`config.mk`:
```
export PLATFORM = sky130hd
export DESIGN_NAME = mat_autotune_seq
export DESIGN_NICKNAME = d
export VERILOG_FILES = /design/src/shared/mat_pkg.sv /design/src/rtl/mat_autotune_seq.sv /design/src/rtl/mat_timer.sv
export SDC_FILE = /design/constraint.sdc
export NUM_CORES = 1
export LEC_CHECK = 0
export ABC_CLOCK_PERIOD_IN_PS = 3000
export BUFFER_PORTS_ARGS = -buffer_cell sky130_fd_sc_hd__buf_2
export CAP_MARGIN = 5
export CORE_MARGIN = 2
export CORE_UTILIZATION = 30
export CTS_BUF_LIST = sky130_fd_sc_hd__clkbuf_16
export CTS_CLUSTER_DIAMETER = 200
export CTS_CLUSTER_SIZE = 8
export DETAILED_ROUTE_END_ITERATION = 8
export GPL_ROUTABILITY_DRIVEN = 0
export HOLD_SLACK_MARGIN = 0.15
export SYNTH_ARGS = -nofsm -noshare
export SYNTH_HDL_FRONTEND = slang
export SYNTH_HIERARCHICAL = 1
export SYNTH_SLANG_ARGS = --single-unit
export TNS_END_PERCENT = 50
```
`constraint.sdc`:
```
create_clock -name ref_clk -period 3 [get_ports ref_clk]
set_input_delay 0.15 -clock ref_clk [delete_from_list [all_inputs] [get_ports ref_clk]]
set_output_delay 0.15 -clock ref_clk [all_outputs]
set_load 0.02 [all_outputs]
```
`src/shared/mat_pkg.sv`:
```
// Purpose: Constants shared by the autotune sequencer and its bench
// Assumes: 50 MHz ref_clk, 8-bit register address, 32-bit data
// Notes: Times are in seconds; cycle counts derive at the top level
package mat_pkg;
    // ==========================================================
    // Register map
    localparam logic [7:0] ADDR_CTRL = 8'h00;
    localparam logic [7:0] ADDR_STATUS = 8'h04;
    localparam logic [7:0] ADDR_IRQ_STAT = 8'h08;
    localparam logic [7:0] ADDR_IRQ_CLR = 8'h0C;
    localparam logic [7:0] ADDR_IRQ_EN = 8'h10;
    // ==========================================================
    // Control fields
    localparam int CTRL_SEL_LSB = 0;
    localparam int CTRL_SEL_MSB = 1;
    localparam int CTRL_LVL_LSB = 2;
    localparam int CTRL_LVL_MSB = 4;
    localparam int CTRL_GAIN_BIT = 5;
    localparam int CTRL_DRV_EN_BIT = 6;
    localparam logic CTRL_DRV_EN_RST = 1'h1;
    // ==========================================================
    // Status fields
    localparam int STAT_ST_LSB = 0;
    localparam int STAT_ST_MSB = 2;
    localparam int STAT_STEP_LSB = 3;
    localparam int STAT_STEP_MSB = 5;
    localparam int STAT_INH_BIT = 6;
    localparam int STAT_TRIP_BIT = 7;
    localparam int STAT_EN_BIT = 8;
    localparam int STAT_RUN_BIT = 9;
    // ==========================================================
    // Interrupt events
    localparam int IRQ_W = 3;
    localparam int EV_DONE = 0;
    localparam int EV_TRIP = 1;
    localparam int EV_STEP = 2;
    // ==========================================================
    // Autotune selector codes
    localparam logic [1:0] SEL_NONE = 2'h0;
    localparam logic [1:0] SEL_STAT = 2'h1;
    localparam logic [1:0] SEL_ROT = 2'h2;
    localparam logic [1:0] SEL_LOAD = 2'h3;
    // ==========================================================
    // Speed targets and torque steps
    localparam logic [1:0] TGT_ZERO = 2'h0;
    localparam logic [1:0] TGT_FREQ_2_3 = 2'h1;
    localparam logic [1:0] TGT_SPEED_3_4 = 2'h2;
    localparam logic [2:0] STEP_MIN = 3'h1;
    localparam logic [2:0] STEP_MAX = 3'h5;
    localparam logic [6:0] TRQ_STEP_PCT = 7'h14;
    // ==========================================================
    // Timing
    localparam longint unsigned CLK_HZ = 50_000_000;
    localparam longint unsigned ROT_HOLD_S = 40;
    localparam longint unsigned LOAD_STEP_S = 5;
    localparam longint unsigned LOAD_LAST_S = 60;
    // ==========================================================
    // Sequencer states
    typedef enum logic [2:0] {
        ST_IDLE, ST_STAT, ST_ROT_ACC, ST_ROT_HOLD,
        ST_LOAD_ACC, ST_DECEL, ST_INHIBIT, ST_TRIP
    } mat_state_e;
endpackage

```
`src/rtl/mat_autotune_seq.sv`:
```
// Purpose: Autotune test sequencer with inhibit and gain-set select
// Assumes: Measurement and speed flags come from logic on ref_clk
// Notes: Enable and run pins are synchronised before use
//
// Functional notes
// - Selector codes: 1 stationary, 2 rotating, 3 mechanical load.
// - Test starts only with a selection, enable and run all present.
// - Stationary test ends by writing the current-loop gains.
// - Rotating test runs stationary first, then 2/3 frequency held 40 s max.
// - Rotating test writes stator inductance, breakpoints, display power factor.
// - Load test steps torque 20 % to 100 %, aiming at 3/4 speed.
// - Each step below 100 % gets 5 s to reach speed, else next higher step.
// - At 100 % torque allow 60 s, then raise the tuning trip.
// - Non-zero test level runs only that level (6 and 7 run as 5) with 60 s allowed.
// - Each attempt accelerates in the asked direction, then decelerates to zero; a failed last attempt trips instead.
// - After any test, inhibit (or tuning trip if the load test fails) until a controlled disable is seen.
// - Disable sources: enable pin removed, drive enable 0, control word.
// - Gain-set selector 0 picks the first set, 1 the second.
// - Gain-set selector may change at any time.
`timescale 1ns/100ps
`default_nettype none
module mat_autotune_seq #(
    parameter logic [31:0] ROT_HOLD_CYC = 32'(mat_pkg::ROT_HOLD_S * mat_pkg::CLK_HZ),
    parameter logic [31:0] LOAD_STEP_CYC = 32'(mat_pkg::LOAD_STEP_S * mat_pkg::CLK_HZ),
    parameter logic [31:0] LOAD_LAST_CYC = 32'(mat_pkg::LOAD_LAST_S * mat_pkg::CLK_HZ)
) (
    input wire logic ref_clk,
    input wire logic rst,
    input wire logic [7:0] reg_addr,
    input wire logic [31:0] reg_wdata,
    input wire logic reg_wr,
    input wire logic reg_rd,
    output logic [31:0] reg_rdata,
    output logic irq,
    input wire logic enable_pin,
    input wire logic run_fwd_pin,
    input wire logic run_rev_pin,
    input wire logic ctrl_word_disable,
    input wire logic stat_meas_done,
    input wire logic rot_meas_done,
    input wire logic speed_reached,
    input wire logic speed_zero,
    output logic drive_run,
    output logic dir_rev,
    output logic accel_cmd,
    output logic [1:0] speed_target,
    output logic [6:0] torque_pct,
    output logic cur_gain_wr,
    output logic rot_param_wr,
    output logic inertia_wr,
    output logic tune_trip,
    output logic inhibit,
    output logic gain_set_sel
);
    typedef struct packed {
        mat_pkg::mat_state_e st;
        logic [1:0] test;
        logic [2:0] step;
        logic fixed;
        logic retry;
        logic dir_rev;
        logic en_s1;
        logic en_s2;
        logic rf_s1;
        logic rf_s2;
        logic rr_s1;
        logic rr_s2;
        logic [1:0] sel;
        logic [2:0] level;
        logic gain_sel;
        logic drv_en;
        logic [mat_pkg::IRQ_W-1:0] irq_st;
        logic [mat_pkg::IRQ_W-1:0] irq_en;
        logic irq;
        logic [31:0] rdata;
        logic drive_run;
        logic accel;
        logic [1:0] target;
        logic [6:0] torque;
        logic cur_gain_wr;
        logic rot_wr;
        logic inertia_wr;
        logic tune_trip;
        logic inhibit;
    } mat_core_s;

    mat_core_s s;
    mat_core_s n;
    logic tmr_go;
    logic tmr_exp;
    logic [31:0] tmr_limit;
    logic run_s;
    logic dis_now;
    logic start_ok;
    logic last;
    logic active;
    logic wr_gain;
    logic [mat_pkg::IRQ_W-1:0] ev;

    // ==========================================================
    // Qualifiers
    assign run_s = s.rf_s2 | s.rr_s2;
    assign dis_now = !s.en_s2 || !s.drv_en || ctrl_word_disable;
    assign start_ok = (s.sel != mat_pkg::SEL_NONE) && s.en_s2 && run_s && !dis_now;
    assign last = s.fixed || (s.step == mat_pkg::STEP_MAX);
    assign active = (s.st != mat_pkg::ST_IDLE) && (s.st != mat_pkg::ST_INHIBIT)
        && (s.st != mat_pkg::ST_TRIP);
    assign wr_gain = reg_wdata[mat_pkg::CTRL_GAIN_BIT];
    // Fixed level always gets the long allowance
    assign tmr_limit = (s.st == mat_pkg::ST_ROT_HOLD) ? ROT_HOLD_CYC :
        (last ? LOAD_LAST_CYC : LOAD_STEP_CYC);

    mat_timer u_timer (
        .ref_clk(ref_clk),
        .rst(rst),
        .start(tmr_go),
        .limit(tmr_limit),
        .expired(tmr_exp)
    );

    // ==========================================================
    // Next state
    always_comb
    begin
        n = s;
        tmr_go = 1'b0;
        ev = '0;
        n.cur_gain_wr = 1'b0;
        n.rot_wr = 1'b0;
        n.inertia_wr = 1'b0;
        n.rdata = 32'h0000_0000;
        n.en_s1 = enable_pin;
        n.en_s2 = s.en_s1;
        n.rf_s1 = run_fwd_pin;
        n.rf_s2 = s.rf_s1;
        n.rr_s1 = run_rev_pin;
        n.rr_s2 = s.rr_s1;
        unique case (s.st)
            mat_pkg::ST_IDLE:
            begin
                if (start_ok)
                begin
                    n.test = s.sel;
                    n.dir_rev = s.rr_s2 && !s.rf_s2;
                    if (s.sel == mat_pkg::SEL_LOAD)
                    begin
                        n.st = mat_pkg::ST_LOAD_ACC;
                        n.fixed = s.level != 3'h0;
                        n.step = (s.level == 3'h0) ? mat_pkg::STEP_MIN :
                            ((s.level > mat_pkg::STEP_MAX) ? mat_pkg::STEP_MAX : s.level);
                        tmr_go = 1'b1;
                    end
                    else
                        n.st = mat_pkg::ST_STAT;
                end
            end
            mat_pkg::ST_STAT:
            begin
                if (stat_meas_done)
                begin
                    n.cur_gain_wr = 1'b1;
                    if (s.test == mat_pkg::SEL_ROT)
                        n.st = mat_pkg::ST_ROT_ACC;
                    else
                        n.st = mat_pkg::ST_INHIBIT;
                end
            end
            mat_pkg::ST_ROT_ACC:
            begin
                if (speed_reached)
                begin
                    n.st = mat_pkg::ST_ROT_HOLD;
                    tmr_go = 1'b1;
                end
            end
            mat_pkg::ST_ROT_HOLD:
            begin
                if (rot_meas_done || tmr_exp)
                begin
                    n.rot_wr = 1'b1;
                    n.retry = 1'b0;
                    n.st = mat_pkg::ST_DECEL;
                end
            end
            mat_pkg::ST_LOAD_ACC:
            begin
                if (speed_reached)
                begin
                    n.inertia_wr = 1'b1;
                    n.retry = 1'b0;
                    n.st = mat_pkg::ST_DECEL;
                end
                else if (tmr_exp)
                begin
                    if (last)
                        n.st = mat_pkg::ST_TRIP;
                    else
                    begin
                        n.retry = 1'b1;
                        n.st = mat_pkg::ST_DECEL;
                    end
                end
            end
            mat_pkg::ST_DECEL:
            begin
                if (speed_zero)
                begin
                    if (s.retry)
                    begin
                        n.step = s.step + 3'h1;
                        n.st = mat_pkg::ST_LOAD_ACC;
                        ev[mat_pkg::EV_STEP] = 1'b1;
                        tmr_go = 1'b1;
                    end
                    else
                        n.st = mat_pkg::ST_INHIBIT;
                end
            end
            mat_pkg::ST_INHIBIT, mat_pkg::ST_TRIP:
            begin
                // Released only by a controlled disable
                if (dis_now)
                    n.st = mat_pkg::ST_IDLE;
            end
        endcase
        // Losing the enable pin mid-test aborts without inhibit
        if (active && !s.en_s2)
        begin
            n.st = mat_pkg::ST_IDLE;
            tmr_go = 1'b0;
        end
        if (n.st == mat_pkg::ST_INHIBIT && s.st != mat_pkg::ST_INHIBIT)
            ev[mat_pkg::EV_DONE] = 1'b1;
        if (n.st == mat_pkg::ST_TRIP && s.st != mat_pkg::ST_TRIP)
            ev[mat_pkg::EV_TRIP] = 1'b1;
        n.inhibit = n.st == mat_pkg::ST_INHIBIT;
        n.tune_trip = n.st == mat_pkg::ST_TRIP;
        n.drive_run = (n.st != mat_pkg::ST_IDLE) && !n.inhibit && !n.tune_trip;
        n.accel = (n.st == mat_pkg::ST_ROT_ACC) || (n.st == mat_pkg::ST_ROT_HOLD)
            || (n.st == mat_pkg::ST_LOAD_ACC);
        n.target = (n.st == mat_pkg::ST_LOAD_ACC) ? mat_pkg::TGT_SPEED_3_4 :
            ((n.st == mat_pkg::ST_ROT_ACC || n.st == mat_pkg::ST_ROT_HOLD) ?
            mat_pkg::TGT_FREQ_2_3 : mat_pkg::TGT_ZERO);
        n.torque = (n.st == mat_pkg::ST_LOAD_ACC) ? 7'(n.step) * mat_pkg::TRQ_STEP_PCT : 7'h00;
        // Register writes; set beats clear on the status bits
        if (reg_wr && reg_addr == mat_pkg::ADDR_CTRL)
        begin
            n.sel = reg_wdata[mat_pkg::CTRL_SEL_MSB:mat_pkg::CTRL_SEL_LSB];
            n.level = reg_wdata[mat_pkg::CTRL_LVL_MSB:mat_pkg::CTRL_LVL_LSB];
            n.gain_sel = wr_gain;
            n.drv_en = reg_wdata[mat_pkg::CTRL_DRV_EN_BIT];
        end
        if (reg_wr && reg_addr == mat_pkg::ADDR_IRQ_EN)
            n.irq_en = reg_wdata[mat_pkg::IRQ_W-1:0];
        if (reg_wr && reg_addr == mat_pkg::ADDR_IRQ_CLR)
            n.irq_st = s.irq_st & ~reg_wdata[mat_pkg::IRQ_W-1:0];
        n.irq_st = n.irq_st | ev;
        n.irq = |(n.irq_st & n.irq_en);
        if (reg_rd)
        begin
            unique case (reg_addr)
                mat_pkg::ADDR_CTRL:
                begin
                    n.rdata[mat_pkg::CTRL_SEL_MSB:mat_pkg::CTRL_SEL_LSB] = s.sel;
                    n.rdata[mat_pkg::CTRL_LVL_MSB:mat_pkg::CTRL_LVL_LSB] = s.level;
                    n.rdata[mat_pkg::CTRL_GAIN_BIT] = s.gain_sel;
                    n.rdata[mat_pkg::CTRL_DRV_EN_BIT] = s.drv_en;
                end
                mat_pkg::ADDR_STATUS:
                begin
                    n.rdata[mat_pkg::STAT_ST_MSB:mat_pkg::STAT_ST_LSB] = s.st;
                    n.rdata[mat_pkg::STAT_STEP_MSB:mat_pkg::STAT_STEP_LSB] = s.step;
                    n.rdata[mat_pkg::STAT_INH_BIT] = s.inhibit;
                    n.rdata[mat_pkg::STAT_TRIP_BIT] = s.tune_trip;
                    n.rdata[mat_pkg::STAT_EN_BIT] = s.en_s2;
                    n.rdata[mat_pkg::STAT_RUN_BIT] = run_s;
                end
                mat_pkg::ADDR_IRQ_STAT:
                    n.rdata[mat_pkg::IRQ_W-1:0] = s.irq_st;
                mat_pkg::ADDR_IRQ_EN:
                    n.rdata[mat_pkg::IRQ_W-1:0] = s.irq_en;
                default:
                    n.rdata = 32'h0000_0000;
            endcase
        end
    end

    always_ff @(posedge ref_clk)
    begin
        if (rst)
        begin
            s <= '0;
            s.st <= mat_pkg::ST_IDLE;
            s.drv_en <= mat_pkg::CTRL_DRV_EN_RST;
        end
        else
            s <= n;
    end

    // ==========================================================
    // Outputs
    assign reg_rdata = s.rdata;
    assign irq = s.irq;
    assign drive_run = s.drive_run;
    assign dir_rev = s.dir_rev;
    assign accel_cmd = s.accel;
    assign speed_target = s.target;
    assign torque_pct = s.torque;
    assign cur_gain_wr = s.cur_gain_wr;
    assign rot_param_wr = s.rot_wr;
    assign inertia_wr = s.inertia_wr;
    assign tune_trip = s.tune_trip;
    assign inhibit = s.inhibit;
    assign gain_set_sel = s.gain_sel;
endmodule
`default_nettype wire

```
`src/rtl/mat_timer.sv`:
```
// Purpose: Time-out counter for the autotune phases
// Assumes: start is a one-cycle pulse; limit stays stable while running
// Notes: expired holds until the next start
`timescale 1ns/100ps
`default_nettype none
module mat_timer (
    input wire logic ref_clk,
    input wire logic rst,
    input wire logic start,
    input wire logic [31:0] limit,
    output logic expired
);
    typedef struct packed {
        logic [31:0] cnt;
        logic run;
        logic exp;
    } mat_tmr_s;

    mat_tmr_s s;
    mat_tmr_s n;

    // ==========================================================
    // Count
    always_comb
    begin
        n = s;
        if (start)
        begin
            n.cnt = 32'h0000_0000;
            n.run = 1'b1;
            n.exp = 1'b0;
        end
        else if (s.run)
        begin
            n.cnt = s.cnt + 32'h0000_0001;
            // Expires after exactly limit cycles
            if (n.cnt >= limit)
            begin
                n.run = 1'b0;
                n.exp = 1'b1;
            end
        end
    end

    always_ff @(posedge ref_clk)
    begin
        if (rst)
            s <= '0;
        else
            s <= n;
    end

    assign expired = s.exp;
endmodule
`default_nettype wire

```
Word level (Yosys, flattened, before mapping)
Cells that the tools add are included.
{"block": "totals", "out_inout_bits": 51, "elab_cells": 172, "regBits": 113, "in_bits": 52}
{"block": "classes", "bitwise": 11, "muxes": 48, "add_sub_neg": 2, "reduce_logical": 48, "n_eq_ne": 24, "multipliers": 1, "order_cmp": 2}
{"cell": "two-way mux 32 bit", "count": 2}
{"cell": "two-way mux 3 bit", "count": 16}
{"cell": "adder 32 x 1 -> 32 bit (second input constant)", "count": 1}
{"cell": ">= comparator 32 bit", "count": 1}
{"cell": "equality test 3 bit (second input constant)", "count": 8}
{"cell": "case mux 3 bit (7 select lines)", "count": 1}
{"cell": "equality test 8 x 4 -> 1 bit (second input constant)", "count": 2}
{"cell": "two-way mux 1 bit", "count": 16}
{"cell": "OR reduction 2 bit", "count": 8}
{"cell": "logical AND 1 bit", "count": 14}
{"cell": "equality test 3 x 2 -> 1 bit (second input constant)", "count": 4}
{"cell": "two-way mux 2 bit", "count": 6}
{"cell": "case mux 3 bit (4 select lines)", "count": 1}
{"cell": "two-way mux 9 bit", "count": 1}
{"cell": "!= test 3 bit (second input constant)", "count": 3}
{"cell": "nonzero test 3 bit", "count": 3}
{"cell": "equality test 8 x 3 -> 1 bit (second input constant)", "count": 1}
{"cell": "equality test 8 x 5 -> 1 bit (second input constant)", "count": 1}
{"cell": "logical NOT 8 bit", "count": 1}
{"cell": "case mux 4 bit (2 select lines)", "count": 1}
{"cell": "AND 3 bit", "count": 2}
{"cell": "logical NOT 1 bit", "count": 6}
{"cell": "logical NOT 3 bit", "count": 2}
{"cell": "logical OR 1 bit", "count": 6}
{"cell": "20 further kinds", "count": 29}

Depth between registers and ports, before layout
{"block": "logic_depth", "depth_word": 14, "ltp_mapped": 14, "ltp_nobuf": 14}

Cells and area by module
The synthesis kept the hierarchy.
{"module": "mat_autotune_seq", "cells_per_inst": 333, "area_each_um2": 2860.2, "seq_area_each_um2": 1101.1, "n_inst": 1}
{"module": "mat_timer", "cells_per_inst": 350, "area_each_um2": 2750.1, "seq_area_each_um2": 680.7, "n_inst": 1}

Worst setup path after synthesis
No wires, ideal clock.
{"block": "synth_path", "kind": "flip-flop to flip-flop", "from": "register u_timer/s[2] (netlist bit)", "to": "register u_timer.s (netlist bit u_timer/expired)", "stages_incl_launch_ff": 15, "synth_period_minus_slack_ps": 2829, "setup_slack_ps": 171, "required_ps": 2878, "setup_time_ps": 122, "n_path_buf": 0, "t_arrival_ps": 2707, "cell_sequence": "dfxtp_1 ha_1 nand4_1 nor2_1 and2_1 nand3_2 nor2_1 xor2_1 ha_1 a21oi_1 nand2_1 a221o_1 a211oi_1 o211ai_1 nor3b_1"}
{"block": "synth_between", "elab_chain_cells": 3}
{"item": "from (decl)", "line": "mat_timer.sv:19", "text": "mat_tmr_s s;"}
{"item": "from (signal assigned)", "line": "mat_timer.sv:50", "text": "s <= n;"}
{"item": "adder 32 x 1 -> 32 bit", "line": "mat_timer.sv:35", "text": "n.cnt = s.cnt + 32'h0000_0001;"}
{"item": ">= comparator 32 bit", "line": "mat_timer.sv:37", "text": "if (n.cnt >= limit)"}
{"item": "AND reduction 2 bit (no source line)"}
No other way between the ends.
A chain may end at the register's enable or synchronous reset.

Worst setup path after layout
{"block": "layout_path", "from": "register u_timer/s[10] (netlist bit)", "to": "register u_timer.s (netlist bit u_timer/expired)"}
Same word-level chain as after synthesis.

==> out/metrics.yaml <==
floorplan:
  coreArea_sq_um: 18500
  die-area_sq_um: 19800
  die_y_um: 141
  num_rows: 50
  io_pins: 103
  die_width_um: 141
  initial_utilization_pct: 30.3
synth:
  synthFlopType: "dfxtp_1"
  synth-edff-count: 0
  post-synth-top-area-cell: "dfxtp_1"
  synth_cell_types: 78
  synthTopCellsByArea: "dfxtp_1, ha_1, buf_4"
  synthCells: 683
  synth_area_sq_um: 5610
  syn_area_per_cell_sq_um: 8.21
  synth_seq_cells: 89
  ys_seq_area_share_pct: 31.8
  async_flop_share_pct: 0
  synth_top_area_share_pct: 31.8
  ys.warnings.count: 6
placement:
  dpl_cell_area_sq_um: 6200
  io_buffer_count: 53
  dp_hpwl_um: 9240
  dp.cells: 979
  pre_cts_slack_ps: -1.66
sta:
  fin_ws_ps: 30.8
  setup_viol: 0
  worstMarginPinSlew_ps: 540
  timing.final.crit_share_pct: 99.0
  clock_skew_ps: 6.17
  tns_ps: 0
  min_period_ps: 2970
  maxSlewHeadroom_pct: 63.9
  hold_violations: 0
  rsz0062_at_grt: "yes"
  fmax_mhz: 337
  slew_viol_final: 0
global_route:
  grt_max_degree: 26
  first_global_vias: 4292
  grt_pass1_wl_um: 20700
  track_usage_pct: 12.9
  grt_overflow: 0
  antenna_found_initial: 0
finish:
  drive_above_1_share_pct: 20.7
  regArea_sq_um: 1790
  finalNetCount: 862
  fill_cells: 1926
  diodes: 0
  multi_input_area_sq_um: 3360
  stdcell_area_sq_um: 6740
  layout.cells.non_filler: 1012
  syn2layout_area_growth_pct: 20.1
worst_setup_path:
  critPathMaxFanout: 3
  crit_type: "reg -> reg"
  start_kind: "flip-flop"
  crit_arrival_ps: 3250
  critPathRequiredTime_ps: 3280
  crit_path_end_kind: "flip-flop"
  ff2ff_setup_slack_ps: 30
clock_network:
  cts_tree: "done"
  cts_root_buf: "clkbuf_16"
  clk_pin_slew_ps: 70
  numCtsBuffers: 9
  cts_max_level: 3
  clockBufferDepth: 2
  clock_sinks: 89
  clk_latency_ps: 350
pwr:
  p_leak_nw: 3.01
  p_total_w: 0.00256
  irDropWorstVdd_uv: 265
  cellPowerDensity_nw_per_um2: 380
status:
  status: "finished, final reports clean"
min_path:
  hp-class: "in -> reg"
route:
  drtIter0Drc: 221
  drtPass1Iterations: 4
  drtAntennaViolNets: 0
  vias: 4660
  wl_per_cell_um: 12.5
  routed_via_density: 4.60
  drt-total-wl_um: 12600
  drc: 0
flow_run:
  cap_viol_max_count: 0
==> layout by cell type (no fill, tap or decap), drive strengths merged, types with 2 or more instances in the layout <==
cell | netlist | routed
a2111oi | 2 | 2
a211o | 2 | 2
a211oi | 4 | 4
a21o | 4 | 4
a21oi | 39 | 39
a221oi | 3 | 3
a22oi | 7 | 7
a31oi | 4 | 4
and2 | 8 | 8
and3 | 14 | 14
and4 | 4 | 4
buf | 57 | 105
bufinv | 0 | 2
clkbuf | 16 | 9
conb | 2 | 35
dfxtp | 89 | 89
dlygate4sd3 | 0 | 14
ha | 37 | 37
inv | 47 | 50
mux2 | 3 | 3
mux2i | 3 | 3
nand2 | 57 | 57
nand2b | 2 | 2
nand3 | 39 | 39
nand3b | 6 | 6
nand4 | 19 | 19
nand4b | 2 | 2
nor2 | 74 | 74
nor2b | 12 | 12
nor3 | 7 | 7
nor3b | 3 | 3
nor4 | 7 | 7
o211ai | 5 | 5
o21a | 2 | 2
o21ai | 16 | 16
or2 | 2 | 2
or3 | 6 | 6
xnor2 | 23 | 23
xor2 | 37 | 37
==> cell type report <==
type | instances | area share (%)
Clock buffer | 9 | 3.34
Clock inverter | 7 | 1.50
Inverter | 47 | 2.62
Multi-Input combinational cell | 507 | 49.9
Sequential cell | 89 | 26.5
Tap cell | 234 | 4.35
Timing Repair Buffer | 119 | 11.8
==> worst paths after layout <==
check,start,endpoint,cells past startpoint
min,speed_reached,inertia_wr,3
max reg2reg,u_timer/s[10],u_timer/expired,13
min reg2reg,n[64],s[64],1
max,u_timer/s[10],u_timer/expired,13
==> metal layers <==
layer | vias up | track usage [%] | share of wire, %
met2 | 86 | 21.2 | 46
met5 | - | 0 | 0
met1 | 2116 | 16.4 | 48
met4 | 0 | 5.37 | 2.0
met3 | 16 | 2.79 | 4.1
li1 | 2442 | - | -
==> through the flow <==
stage,util [%],hold WS [ps]
floorplan,-,219
global placement,33.5,364
detailed placement,33.5,367
CTS,36.1,151
global route,36.4,177
finish,36.4,173
==> report_power, final <==
| part | internal [W] | leakage, nW | switching [W] |
|---|---|---|---|
| registers | 0.00118 | 0.720 | 0.00000262 |
| clock network | 0.000740 | 0.158 | 0.000516 |
| logic | 0.0000386 | 2.13 | 0.0000776 |
| total | 0.00196 | 3.01 | 0.000596 |
==> registers in the layout (all words and copies together) (netlist names), 2 cells and up <==
name,cells
s,25
reg_rdata,10
n,3
torque_pct,5
u_timer/s,33
speed_target,2
==> kinds of logic (layout without fill, tap and decap cells) <==
kind of cell               count (synthesis)  after routing  share of synthesized area, %
adders and majority gates                 38             38                          8.43
and+or+nand+nor                          268            268                          25.9
xor gates and xnor gates                  60             60                          9.37
muxes                                      6              6                          1.14
AOI/OAI and AO/OA                        100            100                          11.9
DFF                                       89             89                          31.8
buffers and inverters                    120            182                          11.4
other                                      2             35                         0.134
==> worst max-delay path, cell delays in order, from the launching register on <==
cell and delay, ps:
dfxtp_2 330, nand4_1 160, nor4_4 350, buf_4 170, nand4_1 190, buf_4 210
xnor2_1 120, ha_1 310, nand4_1 130, buf_4 170, nor4_4 300, nand2_1 110
o211ai_1 180, nor3b_1 180
==> synthesized netlist by cell type, drive strengths merged (5+ instances only) <==
cell,count
xor2,37
nand4,19
nor2,74
nor3,7
a22oi,7
ha,37
nand3,39
or3,6
o211ai,5
nand3b,6
xnor2,23
buf,57
o21ai,16
nor2b,12
and2,8
a21oi,39
clkbuf,16
and3,14
inv,47
nor4,7
nand2,57
dfxtp,89
==> repair_timing <==
action,4_1_cts,5_1_grt
buffers inserted,0,3
hold buffers,14,0
gates resized for setup,2,12
hold endpoints to repair,19,0
setup endpoints to repair,2,2
pin swaps,0,10
Note: power is estimated with default switching activity, not from simulation.
